**src/tpd_pkg.sv**
```systemverilog
package tpd_pkg;

   // ==========================================================
   // register offsets
   localparam logic [7:0] ADDR_CLK_SEL = 8'h26;
   localparam logic [7:0] ADDR_PIN_FUNC = 8'h27;
   localparam logic [7:0] ADDR_TIMER3_CTRL = 8'h28;
   localparam logic [7:0] ADDR_DUTY_CH0 = 8'h44;
   localparam logic [7:0] ADDR_DUTY_CH1 = 8'h45;
   localparam logic [7:0] ADDR_DUTY_CH2 = 8'h46;

   // ==========================================================
   // field positions
   localparam int CTRL_CLEAR_BIT = 0;
   localparam int CTRL_RUN_BIT = 1;
   localparam int CTRL_MODE_BIT = 3;
   localparam int CLK_RATE_BIT = 0;
   localparam int CLK_WIDTH_BIT = 2;

   // ==========================================================
   // reset values
   localparam logic [8:0] DUTY_RESET = 9'h1ff;
   localparam logic [3:0] CTRL_RESET = 4'h0;
   localparam logic [2:0] PIN_FUNC_RESET = 3'h0;

   // ==========================================================
   // timing: core clock and the two basic clock rates
   localparam int CORE_CLK_KHZ = 200000;
   localparam int FAST_RATE_HZ = 1125000;
   localparam int SLOW_DIV = 10;
   localparam int FAST_DIV_CYCLES = (CORE_CLK_KHZ * 1000) / FAST_RATE_HZ;
   localparam int SLOW_DIV_CYCLES = FAST_DIV_CYCLES * SLOW_DIV;
   // quarter-count divisor: high for one quarter of a basic period at count == duty
   localparam int QUARTER_DIV = 4;

   // ==========================================================
   // carried types
   typedef enum logic [1:0] {
      TPD_XFER_NONE = 2'b00,
      TPD_XFER_WRITE = 2'b01,
      TPD_XFER_READ = 2'b10
   } tpd_xfer_e;

   typedef struct packed {
      tpd_xfer_e kind;
      logic [7:0] addr;
      logic [15:0] data;
   } tpd_xfer_s;

endpackage

```
**src/tpd_tick_gen.sv**
```systemverilog
`timescale 1ns/1ps
// ==========================================================
// basic clock generator: one-cycle ticks at fast or slow rate
module tpd_tick_gen #(
   parameter int FAST_DIV = tpd_pkg::FAST_DIV_CYCLES,
   parameter int SLOW_DIV = tpd_pkg::SLOW_DIV_CYCLES
) (
   // clock and reset
   input wire logic core_clk_in,
   input wire logic rst_in,
   // control
   input wire logic rate_sel_in,
   // ticks
   output logic tick_out,
   output logic quarter_out
);
   logic [15:0] cnt_q, cnt_d;
   logic tick_q, tick_d;
   logic quarter_q, quarter_d;
   logic [15:0] last;

   // the quarter window needs at least four core cycles per count
   if (FAST_DIV < 4 || SLOW_DIV < FAST_DIV ||
       SLOW_DIV > 65535) begin : g_bad_div
      $error("tpd_tick_gen: divider out of range");
   end

   // divider next state; a rate change applies to the current period at once
   always_comb begin
      last = rate_sel_in ? 16'(SLOW_DIV - 1) : 16'(FAST_DIV - 1);
      cnt_d = (cnt_q >= last) ? 16'h0000 : cnt_q + 16'h0001;
      tick_d = (cnt_q >= last);
      // quarter window marks the first quarter of each basic period;
      // taken from the old count so the pulse never splits across a tick
      quarter_d = (cnt_q < 16'((32'(last) + 32'd1) / tpd_pkg::QUARTER_DIV));
   end

   always_ff @(posedge core_clk_in) begin
      if (rst_in) begin
         cnt_q <= 16'h0000;
         tick_q <= 1'b0;
         quarter_q <= 1'b0;
      end else begin
         cnt_q <= cnt_d;
         tick_q <= tick_d;
         quarter_q <= quarter_d;
      end
   end

   assign tick_out = tick_q;
   assign quarter_out = quarter_q;
endmodule

```
**src/tpd_channel.sv**
```systemverilog
`timescale 1ns/1ps
// ==========================================================
// one pwm comparator with its own phase-shifted counter
module tpd_channel #(
   parameter logic [8:0] PHASE = 9'h000
) (
   // clock and reset
   input wire logic core_clk_in,
   input wire logic rst_in,
   // shared timing
   input wire logic tick_in,
   input wire logic quarter_in,
   input wire logic width9_in,
   input wire logic counter_clear_in,
   // duty
   input wire logic [8:0] duty_in,
   // result
   output logic pwm_out
);
   logic [8:0] cnt_q, cnt_d;
   logic [8:0] cmp_cnt;
   logic [8:0] cmp_duty;

   // free-running 9-bit counter, wraps at 512; the 8-bit compare sees a 256 period
   always_comb begin
      cnt_d = cnt_q;
      if (counter_clear_in)
         cnt_d = PHASE;
      else if (tick_in)
         cnt_d = cnt_q + 9'h001;
   end

   always_ff @(posedge core_clk_in) begin
      if (rst_in)
         cnt_q <= PHASE;
      else
         cnt_q <= cnt_d;
   end

   // compare on 8 or 9 bits; equal gives the quarter-count pulse
   always_comb begin
      cmp_cnt = width9_in ? cnt_q : {1'b0, cnt_q[7:0]};
      cmp_duty = width9_in ? duty_in : {1'b0, duty_in[7:0]};
      pwm_out = (cmp_duty > cmp_cnt) ||
                ((cmp_duty == cmp_cnt) && quarter_in);
   end
endmodule

```
**src/tpd_pwm_dac.sv**
```systemverilog
`timescale 1ns/1ps
module tpd_pwm_dac #(
   parameter int FAST_DIV = tpd_pkg::FAST_DIV_CYCLES,
   parameter int SLOW_DIV = tpd_pkg::SLOW_DIV_CYCLES
) (
   // clock and power-on / watchdog reset
   input wire logic core_clk_in,
   input wire logic rst_in,
   // system conditions
   input wire logic ce_reset_in,
   input wire logic halt_in,
   input wire logic clock_stop_in,
   // transfer port
   input wire tpd_pkg::tpd_xfer_s xfer_in,
   output logic [15:0] transfer_buffer_out,
   // general-purpose output latch values
   input wire logic [2:0] port_latch_in,
   // open-drain pins
   output logic out_pin_0_out,
   output logic out_pin_0_oe_out,
   output logic out_pin_1_out,
   output logic out_pin_1_oe_out,
   output logic out_pin_2_out,
   output logic out_pin_2_oe_out,
   // timer 3 view
   output logic timer_mode_select_out,
   output logic counter_run_out,
   output logic [8:0] modulo_out
);
   // ==========================================================
   // register state
   logic [8:0] duty_q [3];
   logic [8:0] duty_d [3];
   logic timer_mode_select_q, timer_mode_select_d;
   logic counter_run_q, counter_run_d;
   logic counter_clear_q, counter_clear_d;
   logic [2:0] pin_func_q, pin_func_d;
   logic counter_width_sel_q, counter_width_sel_d;
   logic rate_sel_q, rate_sel_d;
   logic [15:0] rd_q, rd_d;
   logic [2:0] pin_q, pin_d;
   logic [2:0] oe_q, oe_d;
   logic [8:0] modulo_q, modulo_d;

   // ==========================================================
   // parameter check
   // dividers under four core cycles leave no room for the quarter
   if (FAST_DIV < tpd_pkg::QUARTER_DIV || SLOW_DIV < FAST_DIV ||
       SLOW_DIV > 65535) begin : g_bad_div
      $error("tpd_pwm_dac: divider settings out of range");
   end

   // ==========================================================
   // shared timing and channels
   logic tick;
   logic quarter;
   logic [2:0] pwm;
   logic is_wr;
   logic is_rd;
   logic [8:0] wr_duty;

   // one basic clock for all channels
   // shared basic clock
   tpd_tick_gen #(
      .FAST_DIV(FAST_DIV),
      .SLOW_DIV(SLOW_DIV)
   ) u_tick (
      .core_clk_in(core_clk_in),
      .rst_in(rst_in),
      .rate_sel_in(rate_sel_q),
      .tick_out(tick),
      .quarter_out(quarter)
   );

   // phases spread by a third of the 8-bit period
   // staggered channel phases
   genvar gi;
   generate
      for (gi = 0; gi < 3; gi++) begin : g_ch
         tpd_channel #(
            .PHASE(9'(gi * 85))
         ) u_ch (
            .core_clk_in(core_clk_in),
            .rst_in(rst_in),
            .tick_in(tick),
            .quarter_in(quarter),
            .width9_in(counter_width_sel_q),
            .counter_clear_in(counter_clear_q),
            .duty_in(duty_q[gi]),
            .pwm_out(pwm[gi])
         );
      end
   endgenerate

   // ==========================================================
   // transfer decode
   always_comb begin
      is_wr = (xfer_in.kind == tpd_pkg::TPD_XFER_WRITE);
      is_rd = (xfer_in.kind == tpd_pkg::TPD_XFER_READ);
      wr_duty = xfer_in.data[8:0];
   end

   // ==========================================================
   // control registers next state
   always_comb begin
      timer_mode_select_d = timer_mode_select_q;
      counter_run_d = counter_run_q;
      counter_clear_d = 1'b0;
      pin_func_d = pin_func_q;
      counter_width_sel_d = counter_width_sel_q;
      rate_sel_d = rate_sel_q;
      if (is_wr) begin
         unique case (xfer_in.addr)
            tpd_pkg::ADDR_TIMER3_CTRL: begin
               timer_mode_select_d = xfer_in.data[tpd_pkg::CTRL_MODE_BIT];
               counter_run_d = xfer_in.data[tpd_pkg::CTRL_RUN_BIT];
               counter_clear_d = xfer_in.data[tpd_pkg::CTRL_CLEAR_BIT];
            end
            tpd_pkg::ADDR_PIN_FUNC: begin
               pin_func_d = xfer_in.data[2:0];
            end
            tpd_pkg::ADDR_CLK_SEL: begin
               counter_width_sel_d = xfer_in.data[tpd_pkg::CLK_WIDTH_BIT];
               rate_sel_d = xfer_in.data[tpd_pkg::CLK_RATE_BIT];
            end
            default: ;
         endcase
      end
      // clock stop drops pins back to port mode; ce reset/halt keep all
      // ce reset retains
      if (clock_stop_in) begin
         pin_func_d = tpd_pkg::PIN_FUNC_RESET;
         counter_width_sel_d = 1'b0;
         rate_sel_d = 1'b0;
         timer_mode_select_d = 1'b0;
         counter_run_d = 1'b0;
      end
   end

   // ==========================================================
   // duty registers next state
   always_comb begin
      for (int i = 0; i < 3; i++) begin
         duty_d[i] = duty_q[i];
      end
      if (is_wr) begin
         unique case (xfer_in.addr)
            tpd_pkg::ADDR_DUTY_CH0:
               duty_d[0] = timer_mode_select_q ? {1'b0, wr_duty[7:0]}
                                               : wr_duty;
            tpd_pkg::ADDR_DUTY_CH1:
               duty_d[1] = timer_mode_select_q ? {1'b0, wr_duty[7:0]}
                                               : wr_duty;
            tpd_pkg::ADDR_DUTY_CH2:
               duty_d[2] = wr_duty;
            default: ;
         endcase
      end
      if (clock_stop_in) begin
         for (int i = 0; i < 3; i++) begin
            duty_d[i] = tpd_pkg::DUTY_RESET;
         end
      end
      modulo_d = duty_d[2];
   end

   // ==========================================================
   // read transfer next state
   always_comb begin
      rd_d = rd_q;
      if (is_rd) begin
         unique case (xfer_in.addr)
            tpd_pkg::ADDR_DUTY_CH0: rd_d = {7'h00, duty_q[0]};
            tpd_pkg::ADDR_DUTY_CH1: rd_d = {7'h00, duty_q[1]};
            tpd_pkg::ADDR_DUTY_CH2: rd_d = {7'h00, duty_q[2]};
            tpd_pkg::ADDR_TIMER3_CTRL:
               rd_d = {12'h000, timer_mode_select_q, 1'b0,
                       counter_run_q, 1'b0};
            tpd_pkg::ADDR_PIN_FUNC: rd_d = {13'h0000, pin_func_q};
            tpd_pkg::ADDR_CLK_SEL:
               rd_d = {13'h0000, counter_width_sel_q, 1'b0, rate_sel_q};
            default: rd_d = 16'h0000;
         endcase
      end
   end

   // ==========================================================
   // pin drive next state
   always_comb begin
      pin_d = pin_q;
      oe_d = oe_q;
      for (int i = 0; i < 3; i++) begin
         if (pin_func_d[i] && !timer_mode_select_d)
            pin_d[i] = pwm[i];
         else
            pin_d[i] = port_latch_in[i];
         // open drain: drive only when pulling low
         oe_d[i] = ~pin_d[i];
      end
   end

   // ==========================================================
   // control registers
   // control power-on defaults
   always_ff @(posedge core_clk_in) begin
      if (rst_in) begin
         timer_mode_select_q <= tpd_pkg::CTRL_RESET[tpd_pkg::CTRL_MODE_BIT];
         counter_run_q <= tpd_pkg::CTRL_RESET[tpd_pkg::CTRL_RUN_BIT];
         counter_clear_q <= 1'b0;
         pin_func_q <= tpd_pkg::PIN_FUNC_RESET;
         counter_width_sel_q <= 1'b0;
         rate_sel_q <= 1'b0;
      end else begin
         timer_mode_select_q <= timer_mode_select_d;
         counter_run_q <= counter_run_d;
         counter_clear_q <= counter_clear_d;
         pin_func_q <= pin_func_d;
         counter_width_sel_q <= counter_width_sel_d;
         rate_sel_q <= rate_sel_d;
      end
   end

   // ==========================================================
   // duty registers; modulo is a registered copy of channel 2
   // duties all ones
   always_ff @(posedge core_clk_in) begin
      if (rst_in) begin
         for (int i = 0; i < 3; i++) begin
            duty_q[i] <= tpd_pkg::DUTY_RESET;
         end
         modulo_q <= tpd_pkg::DUTY_RESET;
      end else begin
         for (int i = 0; i < 3; i++) begin
            duty_q[i] <= duty_d[i];
         end
         modulo_q <= modulo_d;
      end
   end

   // ==========================================================
   // read buffer, holds until the next read
   always_ff @(posedge core_clk_in) begin
      if (rst_in) begin
         rd_q <= 16'h0000;
      end else begin
         rd_q <= rd_d;
      end
   end

   // ==========================================================
   // pin drive; open drain pulls every pin low from reset
   // pins driven low
   always_ff @(posedge core_clk_in) begin
      if (rst_in) begin
         pin_q <= 3'h0;
         oe_q <= 3'h7;
      end else begin
         pin_q <= pin_d;
         oe_q <= oe_d;
      end
   end

   // ==========================================================
   // outputs, all from flops
   assign transfer_buffer_out = rd_q;
   assign out_pin_0_out = pin_q[0];
   assign out_pin_1_out = pin_q[1];
   assign out_pin_2_out = pin_q[2];
   assign out_pin_0_oe_out = oe_q[0];
   assign out_pin_1_oe_out = oe_q[1];
   assign out_pin_2_oe_out = oe_q[2];
   assign timer_mode_select_out = timer_mode_select_q;
   assign counter_run_out = counter_run_q;
   assign modulo_out = modulo_q;
endmodule

```
**config.mk**
```make
export PLATFORM = sky130hd
export DESIGN_NAME = tpd_pwm_dac
export DESIGN_NICKNAME = d
export VERILOG_FILES = /design/src/tpd_pkg.sv /design/src/tpd_tick_gen.sv /design/src/tpd_channel.sv /design/src/tpd_pwm_dac.sv
export SDC_FILE = /design/constraint.sdc
export NUM_CORES = 1
export LEC_CHECK = 0
export BUFFER_PORTS_ARGS = -buffer_cell sky130_fd_sc_hd__buf_2
export CORE_MARGIN = 3
export CORE_UTILIZATION = 62
export CTS_BUF_LIST = sky130_fd_sc_hd__clkbuf_16
export DETAILED_ROUTE_END_ITERATION = 12
export PLACE_DENSITY = 0.95
export SLEW_MARGIN = 0
export SYNTH_ARGS = -nofsm -noshare
export SYNTH_HDL_FRONTEND = slang
export SYNTH_SLANG_ARGS = --single-unit
```
**constraint.sdc**
```tcl
create_clock -name core_clk_in -period 7.01 [get_ports core_clk_in]
set_clock_uncertainty 0.1 [all_clocks]
set_input_delay 0.3505 -clock core_clk_in [delete_from_list [all_inputs] [get_ports core_clk_in]]
set_output_delay 0.3505 -clock core_clk_in [all_outputs]
set_load 0.01 [all_outputs]
```
==> results of run 1 <==
logic make-up (layout without fill, tap and decap cells):
| kind of cell | count (synthesis) | count (layout) |
|---|---|---|
| other | 1 | 12 |
| adder cells (fa/ha/maj) | 41 | 41 |
| AO/OA/AOI/OAI | 67 | 67 |
| multiplexers | 37 | 37 |
| buffers and inverters | 64 | 97 |
| XOR/XNOR | 28 | 28 |
| flip-flops | 95 | 95 |
| AND/OR/NAND/NOR | 238 | 238 |
final cells by class:
type / instances / area, sq um
Clock inverter: 7 / 72.6
Clock buffer: 9 / 225
Antenna cell: 1 / 2.50
Fill cell: 501 / 2040
Sequential cell: 95 / 1900
Tap cell: 99 / 124
Inverter: 30 / 113
Timing Repair Buffer: 51 / 258
Multi-Input combinational cell: 422 / 2750
power groups by stage:
| stage | sequential, mW | combinational, mW | clock (mW) |
|---|---|---|---|
| 2_1_floorplan | 0.571 | 0.0528 | 0 |
| 3_3_place_gp | 0.572 | 0.0714 | 0 |
| 3_5_place_dp | 0.572 | 0.0757 | 0 |
| 4_1_cts | 0.560 | 0.0774 | 0.494 |
| 5_1_grt | 0.562 | 0.0864 | 0.519 |
| 6_report | 0.561 | 0.0787 | 0.494 |
flip-flops by register name (all words and copies together) (netlist names):
name	flops
oe_q	3
u_tick.quarter_out	1
u_tick.tick_out	1
timer_mode_select_out	1
rate_sel_q	1
duty_q	27
u_tick.cnt_q	16
counter_run_out	1
counter_clear_q	1
pin_func_q	3
g_ch.u_ch.cnt_q	27
transfer_buffer_out	9
pin_q	3
counter_width_sel_q	1
path summary, 6_finish.rpt:
check        depth (start not counted)  slack [ps]                    endpoint                  startpoint
max                                  7        4310  u_tick.cnt_q[5]$_SDFF_PP0_     rate_sel_q$_SDFFE_PP0P_
min                                  3         150  duty_q[0][26]$_SDFFE_PP1P_                  xfer_in[8]
max reg2reg                          7        4310  u_tick.cnt_q[5]$_SDFF_PP0_     rate_sel_q$_SDFFE_PP0P_
min reg2reg                          1         360  u_tick.cnt_q[0]$_SDFF_PP0_  u_tick.cnt_q[0]$_SDFF_PP0_
cell usage in the layout (no fill, tap or decap), types with 4 or more instances in the layout:
cell type and n:
dfxtp_1 95, nand2_1 80, nor2_1 64, buf_2 50, ha_1 41, mux2i_1 35
inv_1 31, o21ai_0 24, nand3_1 22, xnor2_1 20, a21oi_1 15, nand4_1 14
conb_1 11, nor3_1 9, clkbuf_16 9, xor2_1 8, nand2b_1 8, or3_1 7
and3_1 6, a21o_1 6, and2_1 5, a22oi_1 5, o211ai_1 4
metrics by stage:
stage	cells	hold slack (ps)	util, %	worst slack (ps)	power [mW]
2_1_floorplan	581	330	-	4540	0.624
3_3_place_gp	697	344	68.7	4390	0.643
3_5_place_dp	697	350	68.7	4300	0.648
4_1_cts	713	150	72.7	4300	1.13
5_1_grt	713	155	72.7	4080	1.17
6_report	714	153	72.7	4310	1.13
critical path: cells and delay by family (launching register included):
kind,cells,cell delay [ps]
and+or+nand+nor,4,1600
DFF,1,430
adders and majority gates,1,260
AOI/OAI and AO/OA,2,240
routing by layer:
metal  vias to the layer above  wire length (um)  track usage, %
met5                         -                 0               0
met4                         0               581            16.1
li1                       2016                 -               -
met1                      2043              4560            30.5
met2                       219              6250            51.1
met3                        55               971            6.85
==> summary.txt, run 1 <==
Outcome
  • Status: completed

Pwr
  • Pleak: approximately 2.4 nW
  • PwrDens: around 210 mW/mm^2
  • Sw Ratio: 24.3%
  • Clk pwr share: 43.6%
  • Peak VDD IR: 0.136 mV
  • P_int: 0.858 mW
  • Psw: 0.275 mW
  • Comb power frac: between 6 and 7%
  • Power share of the sequential group: approximately 50%

Global routing
  • Gr usage total: roughly 29%
  • Total gr overflow: 0
  • First-pass GRT wire length: approximately 20000 um
  • Largest net degree at the start of global routing: 28
  • Initial antenna violation count: 0
  • Number of global-route vias before repair: 4315

Floorplan
  • Die height: between 90 and 100 um
  • Die width: roughly 95 um
  • I/O pins: 67
  • Area of the core: 0.00749 sq mm
  • Die area: between 0.009 and 0.01 sq mm
  • Rows: 31
  • Initial Util: 65.6%

Finish
  • Synth-to-Final Area Change: 10.8%
  • Share of cells above drive strength 1: between 10% and 20%
  • Finished Cell Area: 0.00544 sq mm
  • Nets@finish: 684

Place
  • Hpwl dp: 8770 um
  • Port Buffers: 50
  • Placed Area: ~0.0051 sq mm
  • GP Congestion: 0.850

Flow run
  • Max-Cap Viols: 0

Synthesis
  • Post-synth top area share: 38.7%
  • Post-synthesis compound-gate area fraction: 8.54%
  • Syn Inst Count: 571
  • Post-synthesis xor/xnor area fraction: 4.99%
  • Count leader, synth: dfxtp_1
  • Top_reg_cell synth: dfxtp_1
  • Multiplexer share of the synthesized area: 7.82%
  • Register area share after synthesis: about 39%
  • Mean area per synthesized cell: 8.60 sq um
  • Yosys cell types: between 40 and 50
  • Synthesized area: 0.00491 sq mm
  • Largest family of logic cells by synthesized area: simple AND/OR/NAND/NOR gates
  • Post-Synth Simple-Gate Area: 23.3%
  • Number of synthesized flops with an enable pin: 0
  • Area leader, netlist: dfxtp_1
  • YS warnings: 0
  • Fraction of registers with async set/reset: 0%
  • Yosys reg bits: 95
  • Post-Synth Adder-Cell Area: roughly a tenth
  • Synth area leaders: dfxtp_1 (39%), ha_1 (10%), mux2i_1 (7.1%)
  • Commonest cells post-synth: dfxtp_1 (95), nand2_1 (80), nor2_1 (64), ha_1 (41), mux2i_1 (35)

Detailed routing
  • Via/cell ratio: ~6
  • Drc violations: 0
  • Final WL: 12400 um
  • Via Count: between 4k and 5k
  • Pre-antenna DRT Iters: 5
  • Average wire per standard cell: around 17 um
  • DR iter-0 viols: 360
  • DRT antenna net count: 0

Setup path
  • Worst EP required: just over 7000 ps
  • CP Launch Type: flop
  • WS Path Type: flop to flop
  • Arrival time at the worst endpoint: 2870 ps
  • Crit path largest cell delay: 710 ps
  • Crit end category: flop
  • Slowest CP cell: or4_1
  • CP max FO: 12
  • Critical Path, Cell by Cell: ha_1, or4b_1, a21oi_1, o21ai_0, nor4bb_1, or4_1, nor2_1

STA
  • Setup violations, final: 0
  • Unrepaired setup endpoints after global routing: no
  • Crit share post-route: 38.5%
  • Worst-Margin Slew: 1040 ps
  • Rel. slew slack: 30.4%
  • TNS Setup: 0 ps
  • Max Slew Vio Count: 0
  • F_max: 371 MHz
  • Final hold violation count: 0
  • Final Critical Period: 2700 ps

Clock tree
  • TritonCTS clock tree: yes
  • Clock Tree Root: clkbuf_16
  • CTS buffer count: 9
  • Hold buffers post-CTS: 0
  • H-Tree Depth: 3
  • Clock Tree Buf Depth: 2
  • Clock transition at path regs: 70 ps
  • Clock Sink Count: 95
  • CTS resizes: 0
  • Worst-Skew Late Latency: 340 ps
  • Post-CTS setup buffers: 0

Min path
  • Type of the most critical hold path: primary input to flop
No activity file was read; power rests on OpenSTA's default activity.
==> run 2: changes to the inputs <==
--- a/config.mk
+++ b/config.mk
@@ -7,10 +7,10 @@
 export LEC_CHECK = 0
 export BUFFER_PORTS_ARGS = -buffer_cell sky130_fd_sc_hd__buf_2
 export CORE_MARGIN = 3
-export CORE_UTILIZATION = 62
+export CORE_UTILIZATION = 58
 export CTS_BUF_LIST = sky130_fd_sc_hd__clkbuf_16
 export DETAILED_ROUTE_END_ITERATION = 12
-export PLACE_DENSITY = 0.95
+export PLACE_DENSITY = 0.9
 export SLEW_MARGIN = 0
 export SYNTH_ARGS = -nofsm -noshare
 export SYNTH_HDL_FRONTEND = slang
==> constraint.sdc (replaced) <==
create_clock -name core_clk_in -period 2.85 [get_ports core_clk_in]
set_clock_uncertainty 0.1 [all_clocks]
set_input_delay 0.1425 -clock core_clk_in [delete_from_list [all_inputs] [get_ports core_clk_in]]
set_output_delay 0.1425 -clock core_clk_in [all_outputs]
set_load 0.01 [all_outputs]
==> run 2 against run 1 <==
Against the previous run: die area grew 6.4%; register-to-register slack worse by 4200 ps; global-route usage decreased by 3.1 points; non-clock buffer count grew 10; sequential power rose by 150%; utilization decreased by 3.6 points; cell area increased by 1.2%; power rose by 140%; worst setup slack worse by 4200 ps.
==> summary.txt, run 2 (synthesis results as in run 1) <==
Clock tree
  • Clock Tree Root: clkbuf_16
  • CTS buffer count: 9
  • Clock Tree Buf Depth: 2
  • Worst-Skew Late Latency: 340 ps
  • Clock transition at path regs: 70 ps
  • CTS resizes: 0
  • H-Tree Depth: 3
  • Clock Sink Count: 95
  • TritonCTS clock tree: yes

Finish
  • Regs by FF count: duty_q x27, g_ch.u_ch.cnt_q x27, u_tick.cnt_q x16
  • Diode count: 0
  • Synth-to-Final Area Change: 12.2%
  • Most frequent cells in the layout: dfxtp_1 (95), nand2_1 (80), nor2_1 (64), buf_2 (50), ha_1 (41)
  • Final Non-Filler Cells: 725
  • Nets@finish: 694
  • Core Util, Final: around 70%
  • Commonest non-fill, non-tap cell in the layout: dfxtp_1
  • Finished Cell Area: between 0.005 and 0.006 sq mm
  • Share of cells above drive strength 1: 11.9%

Detailed routing
  • Drc violations: 0
  • Pre-antenna DRT Iters: 5
  • DRT antenna net count: 0
  • Via/cell ratio: roughly 6
  • DR iter-0 viols: about 280
  • Via Count: 4250
  • Average wire per standard cell: 16.3 um
  • Final WL: ~12000 um

Setup path
  • Crit end category: flop
  • Reg-to-Reg End: u_tick.cnt_q[2]$_SDFF_PP0_
  • CP max FO: 12
  • WS Path Type: flop to flop
  • Worst R2R Path Depth: 7
  • Reg2Reg Setup Slack: approximately 66 ps
  • Worst reg2reg startpoint: rate_sel_q$_SDFFE_PP0P_
  • Worst EP required: 3020 ps
  • Arrival time at the worst endpoint: 2950 ps
  • Crit path largest cell delay: 690 ps
  • Slowest CP cell: or4_1
  • Critical Path, Cell by Cell: inv_1, ha_1, a2111oi_0, o21ai_0, nor4bb_1, or4_1, nor2_1
  • CP Launch Type: flop

Pwr
  • Tot Pwr: 2.67 mW
  • Peak VDD IR: 0.300 mV
  • Pleak: 2.43 nW
  • PwrDens: 484 mW/mm^2

Place
  • Inst Count DP: 701
  • Port Buffers: 50
  • Hpwl dp: 8590 um
  • Placed Area: 0.00515 sq mm
  • Place WS: 174 ps
  • GP Congestion: 0.894

Global routing
  • Initial antenna violation count: 0
  • Number of global-route vias before repair: between 4k and 5k
  • Gr usage total: 25.4%
  • First-pass GRT wire length: 19800 um
  • Largest net degree at the start of global routing: 28
  • Total gr overflow: 0

Min path
  • Hold Crit Start: port_latch_in[1]
  • Type of the most critical hold path: primary input to flop
  • End of the worst hold path: pin_q[1]$_SDFF_PP0_
  • Worst hold path stage count: 3

Floorplan
  • Die height: 98.0 um
  • Die area: 0.00961 sq mm
  • Die width: 98.0 um
  • I/O pins: 67
  • Rows: 32
  • Area of the core: 0.00797 sq mm
  • Initial Util: 61.6%

STA
  • Setup violations, final: 0
  • Final hold violation count: 0
  • Worst-Margin Slew: around 800 ps
  • Max Slew Vio Count: 0
  • F_max: ~360 MHz
  • Unrepaired setup endpoints after global routing: no
  • Rel. slew slack: 46.2%
  • Final Critical Period: 2780 ps
  • TNS Setup: 0 ps
  • Worst setup margin: 66.2 ps
  • WHS: between 20 and 25 ps
  • Crit share post-route: 97.7%

Flow run
  • Max-Cap Viols: 0

Outcome
  • Status: completed
## run 2: worst max-delay path, delay by kind of cell (launching register included)
family,cells,cell delay [ps]
simple gates,3,1080
compound gates,2,620
buf+inv,1,210
flops,1,420
fa+ha+maj,1,280
## run 2: where the power goes
part           switching, mW  internal [mW]
logic                  0.116         0.0824
registers             0.0254           1.35
clock network          0.505          0.583
## run 2: what timing repair did
action	CTS	global route
hold buffers	9	0
hold endpoints to repair	17	0
setup buffers	0	0
## run 2: cell type report
cell class              count  area [sq um]
multi-input cells         422          2750
clock inverters             6          40.0
well taps                 102           128
inverters                  30           113
clock buffers               9           225
repair buffers             61           355
fillers                   587          2460
flip-flops and latches     95          1900
## run 2: layer usage
| metal | vias up | GRT usage, % | routed length, um |
|---|---|---|---|
| met4 | 0 | 9.58 | 229 |
| met5 | - | 0 | 0 |
| met1 | 2023 | 30.2 | 4780 |
| met2 | 173 | 44.8 | 5990 |
| met3 | 24 | 5.43 | 792 |
| li1 | 2030 | - | - |
## run 2: how the worst max path moves through the flow
stage,startpoint,to,slack [ps]
2_1_floorplan,u_tick.cnt_q[0]$_SDFF_PP0_,u_tick.cnt_q[10]$_SDFF_PP0_,380
3_3_place_gp,u_tick.cnt_q[0]$_SDFF_PP0_,u_tick.cnt_q[9]$_SDFF_PP0_,280
3_5_place_dp,u_tick.cnt_q[0]$_SDFF_PP0_,u_tick.cnt_q[2]$_SDFF_PP0_,170
4_1_cts,rate_sel_q$_SDFFE_PP0P_,u_tick.cnt_q[2]$_SDFF_PP0_,100
5_1_grt,rate_sel_q$_SDFFE_PP0P_,u_tick.cnt_q[8]$_SDFF_PP0_,3
6_report,rate_sel_q$_SDFFE_PP0P_,u_tick.cnt_q[2]$_SDFF_PP0_,70
==> run 3: changes to the inputs <==
==> constraint.sdc (replaced) <==
create_clock -name core_clk_in -period 2.6 [get_ports core_clk_in]
set_clock_uncertainty 0.1 [all_clocks]
set_input_delay 0.13 -clock core_clk_in [delete_from_list [all_inputs] [get_ports core_clk_in]]
set_output_delay 0.13 -clock core_clk_in [all_outputs]
set_load 0.01 [all_outputs]
==> run 3 against run 2 <==
Against the previous run: cell count is 1.4% higher; utilization is 1.8 points higher; sequential share of layout area fell by 0.87 points; worst setup slack lost 49 ps; highest routed layer unchanged.
==> summary.txt, run 3 (synthesis results as in run 1) <==
Detailed routing
  • Average wire per standard cell: approximately 17 um
  • Drc violations: 0
  • Via/cell ratio: 5.89
  • Via Count: between 4k and 5k
  • DRT antenna net count: 0
  • Final WL: 12500 um
  • DR iter-0 viols: 280
  • Pre-antenna DRT Iters: 5

Finish
  • Final Non-Filler Cells: approximately 740
  • Share of cells above drive strength 1: 13.7%
  • Synth-to-Final Area Change: 15.1%
  • Diode count: 0
  • Commonest non-fill, non-tap cell in the layout: dfxtp_1
  • Regs by FF count: duty_q x27, g_ch.u_ch.cnt_q x27, u_tick.cnt_q x16
  • Nets@finish: a little over 700
  • Most frequent cells in the layout: dfxtp_1 (95), nand2_1 (80), nor2_1 (64), buf_2 (51), ha_1 (41)

Setup path
  • Crit end category: flop
  • Arrival time at the worst endpoint: 2770 ps
  • CP max FO: 6
  • WS Path Type: flop to flop
  • CP Launch Type: flop
  • Worst R2R Path Depth: 9
  • Worst EP required: approximately 2800 ps

Clock tree
  • Worst-Skew Late Latency: 340 ps
  • Clock transition at path regs: roughly 70 ps
  • Post-CTS setup buffers: 0
  • Clock Tree Buf Depth: 2
  • CTS buffer count: 9
  • H-Tree Depth: 3
  • Clock Tree Root: clkbuf_16
  • TritonCTS clock tree: yes
  • Clock Sink Count: 95

Place
  • Place WS: 36.0 ps
  • Inst Count DP: a little over 700
  • Hpwl dp: 8840 um
  • Port Buffers: 50
  • GP Congestion: 0.884

Pwr
  • Pleak: 2.51 nW
  • PwrDens: 553 mW/mm^2
  • Peak VDD IR: 0.392 mV

Min path
  • Worst hold path stage count: 3
  • Type of the most critical hold path: primary input to flop

STA
  • Crit share post-route: 99.3%
  • Worst setup margin: 16.9 ps
  • WHS: 22.0 ps
  • F_max: about 390 MHz
  • Worst-Margin Slew: 788 ps
  • Rel. slew slack: between 40% and 50%
  • Final hold violation count: 0
  • Max Slew Vio Count: 0
  • Final Critical Period: 2580 ps
  • Setup violations, final: 0

Flow run
  • Max-Cap Viols: 0

Global routing
  • First-pass GRT wire length: 20300 um
  • Initial antenna violation count: 0
  • Gr usage total: 25.9%
  • Total gr overflow: 0
  • Number of global-route vias before repair: 4240
  • Largest net degree at the start of global routing: 28

Floorplan
  • Area of the core: 0.00797 sq mm
  • Rows: 32
  • Die area: ~0.0096 sq mm
  • Die height: 98.0 um
  • Die width: 98.0 um
  • Initial Util: 61.6%
  • I/O pins: 67

Outcome
  • Status: completed
[run 3: routing by layer]
layer | global-route usage, % | share of wire (%) | wire length [um] | vias to the layer above
met2 | 44.7 | 50 | 6250 | 214
met4 | 11.9 | 3.9 | 494 | 0
met3 | 6.14 | 7.3 | 916 | 45
met1 | 30.3 | 39 | 4880 | 2018
li1 | - | - | - | 2049
met5 | 0 | 0 | 0 | -
[run 3: worst max-delay path, stage by stage (launching register included)]
cell and delay [ps]:
dfxtp_1 330, inv_1 50, ha_1 270, or4b_4 540, a21oi_2 160, o21ai_0 120, nor4bb_2 230, or4_4 440
buf_2 180, nor2_1 100
[run 3: path summary, 6_finish.rpt]
path                                            from  slack [ps]                            endpoint
setup / recovery          u_tick.cnt_q[0]$_SDFF_PP0_          20         u_tick.cnt_q[11]$_SDFF_PP0_
hold / removal                            xfer_in[0]          20          duty_q[0][18]$_SDFFE_PP1P_
setup reg to reg          u_tick.cnt_q[0]$_SDFF_PP0_          20         u_tick.cnt_q[11]$_SDFF_PP0_
hold reg to reg   g_ch[0].u_ch.cnt_q[8]$_SDFFE_PP0P_         400  g_ch[0].u_ch.cnt_q[8]$_SDFFE_PP0P_
[run 3: power breakdown]
group	switching, mW	internal (mW)	total [mW]
combinational	0.133	0.0934	0.226
clock	0.553	0.837	1.39
sequential	0.0287	1.48	1.51
total	0.714	2.41	3.13
[run 3: cell type report]
class                           count  area, sq um
Tap cell                          102          128
Inverter                           30          113
Clock buffer                        9          225
Multi-Input combinational cell    422         2760
Timing Repair Buffer               71          434
Clock inverter                      6         86.3
Sequential cell                    95         1900
Fill cell                         535         2320
[run 3: metrics by stage]
step | util [%] | TNS, ps | total power [mW] | cell area [sq um]
floorplan | - | 0 | 1.68 | 4950
global placement | 65.4 | 0 | 1.74 | 5210
detailed placement | 65.4 | 0 | 1.75 | 5210
CTS | 70.7 | 0 | 3.13 | 5630
global route | 70.9 | -506 | 3.22 | 5650
finish | 70.9 | 0 | 3.13 | 5650
[run 3: what timing repair did]
action / 4_1_cts / 5_1_grt
pin swaps: 0 / 2
setup endpoints to repair: 1 / 12
gates resized for setup: 1 / 4
hold buffers: 10 / 0
gates cloned: 0 / 1
hold endpoints to repair: 19 / 0
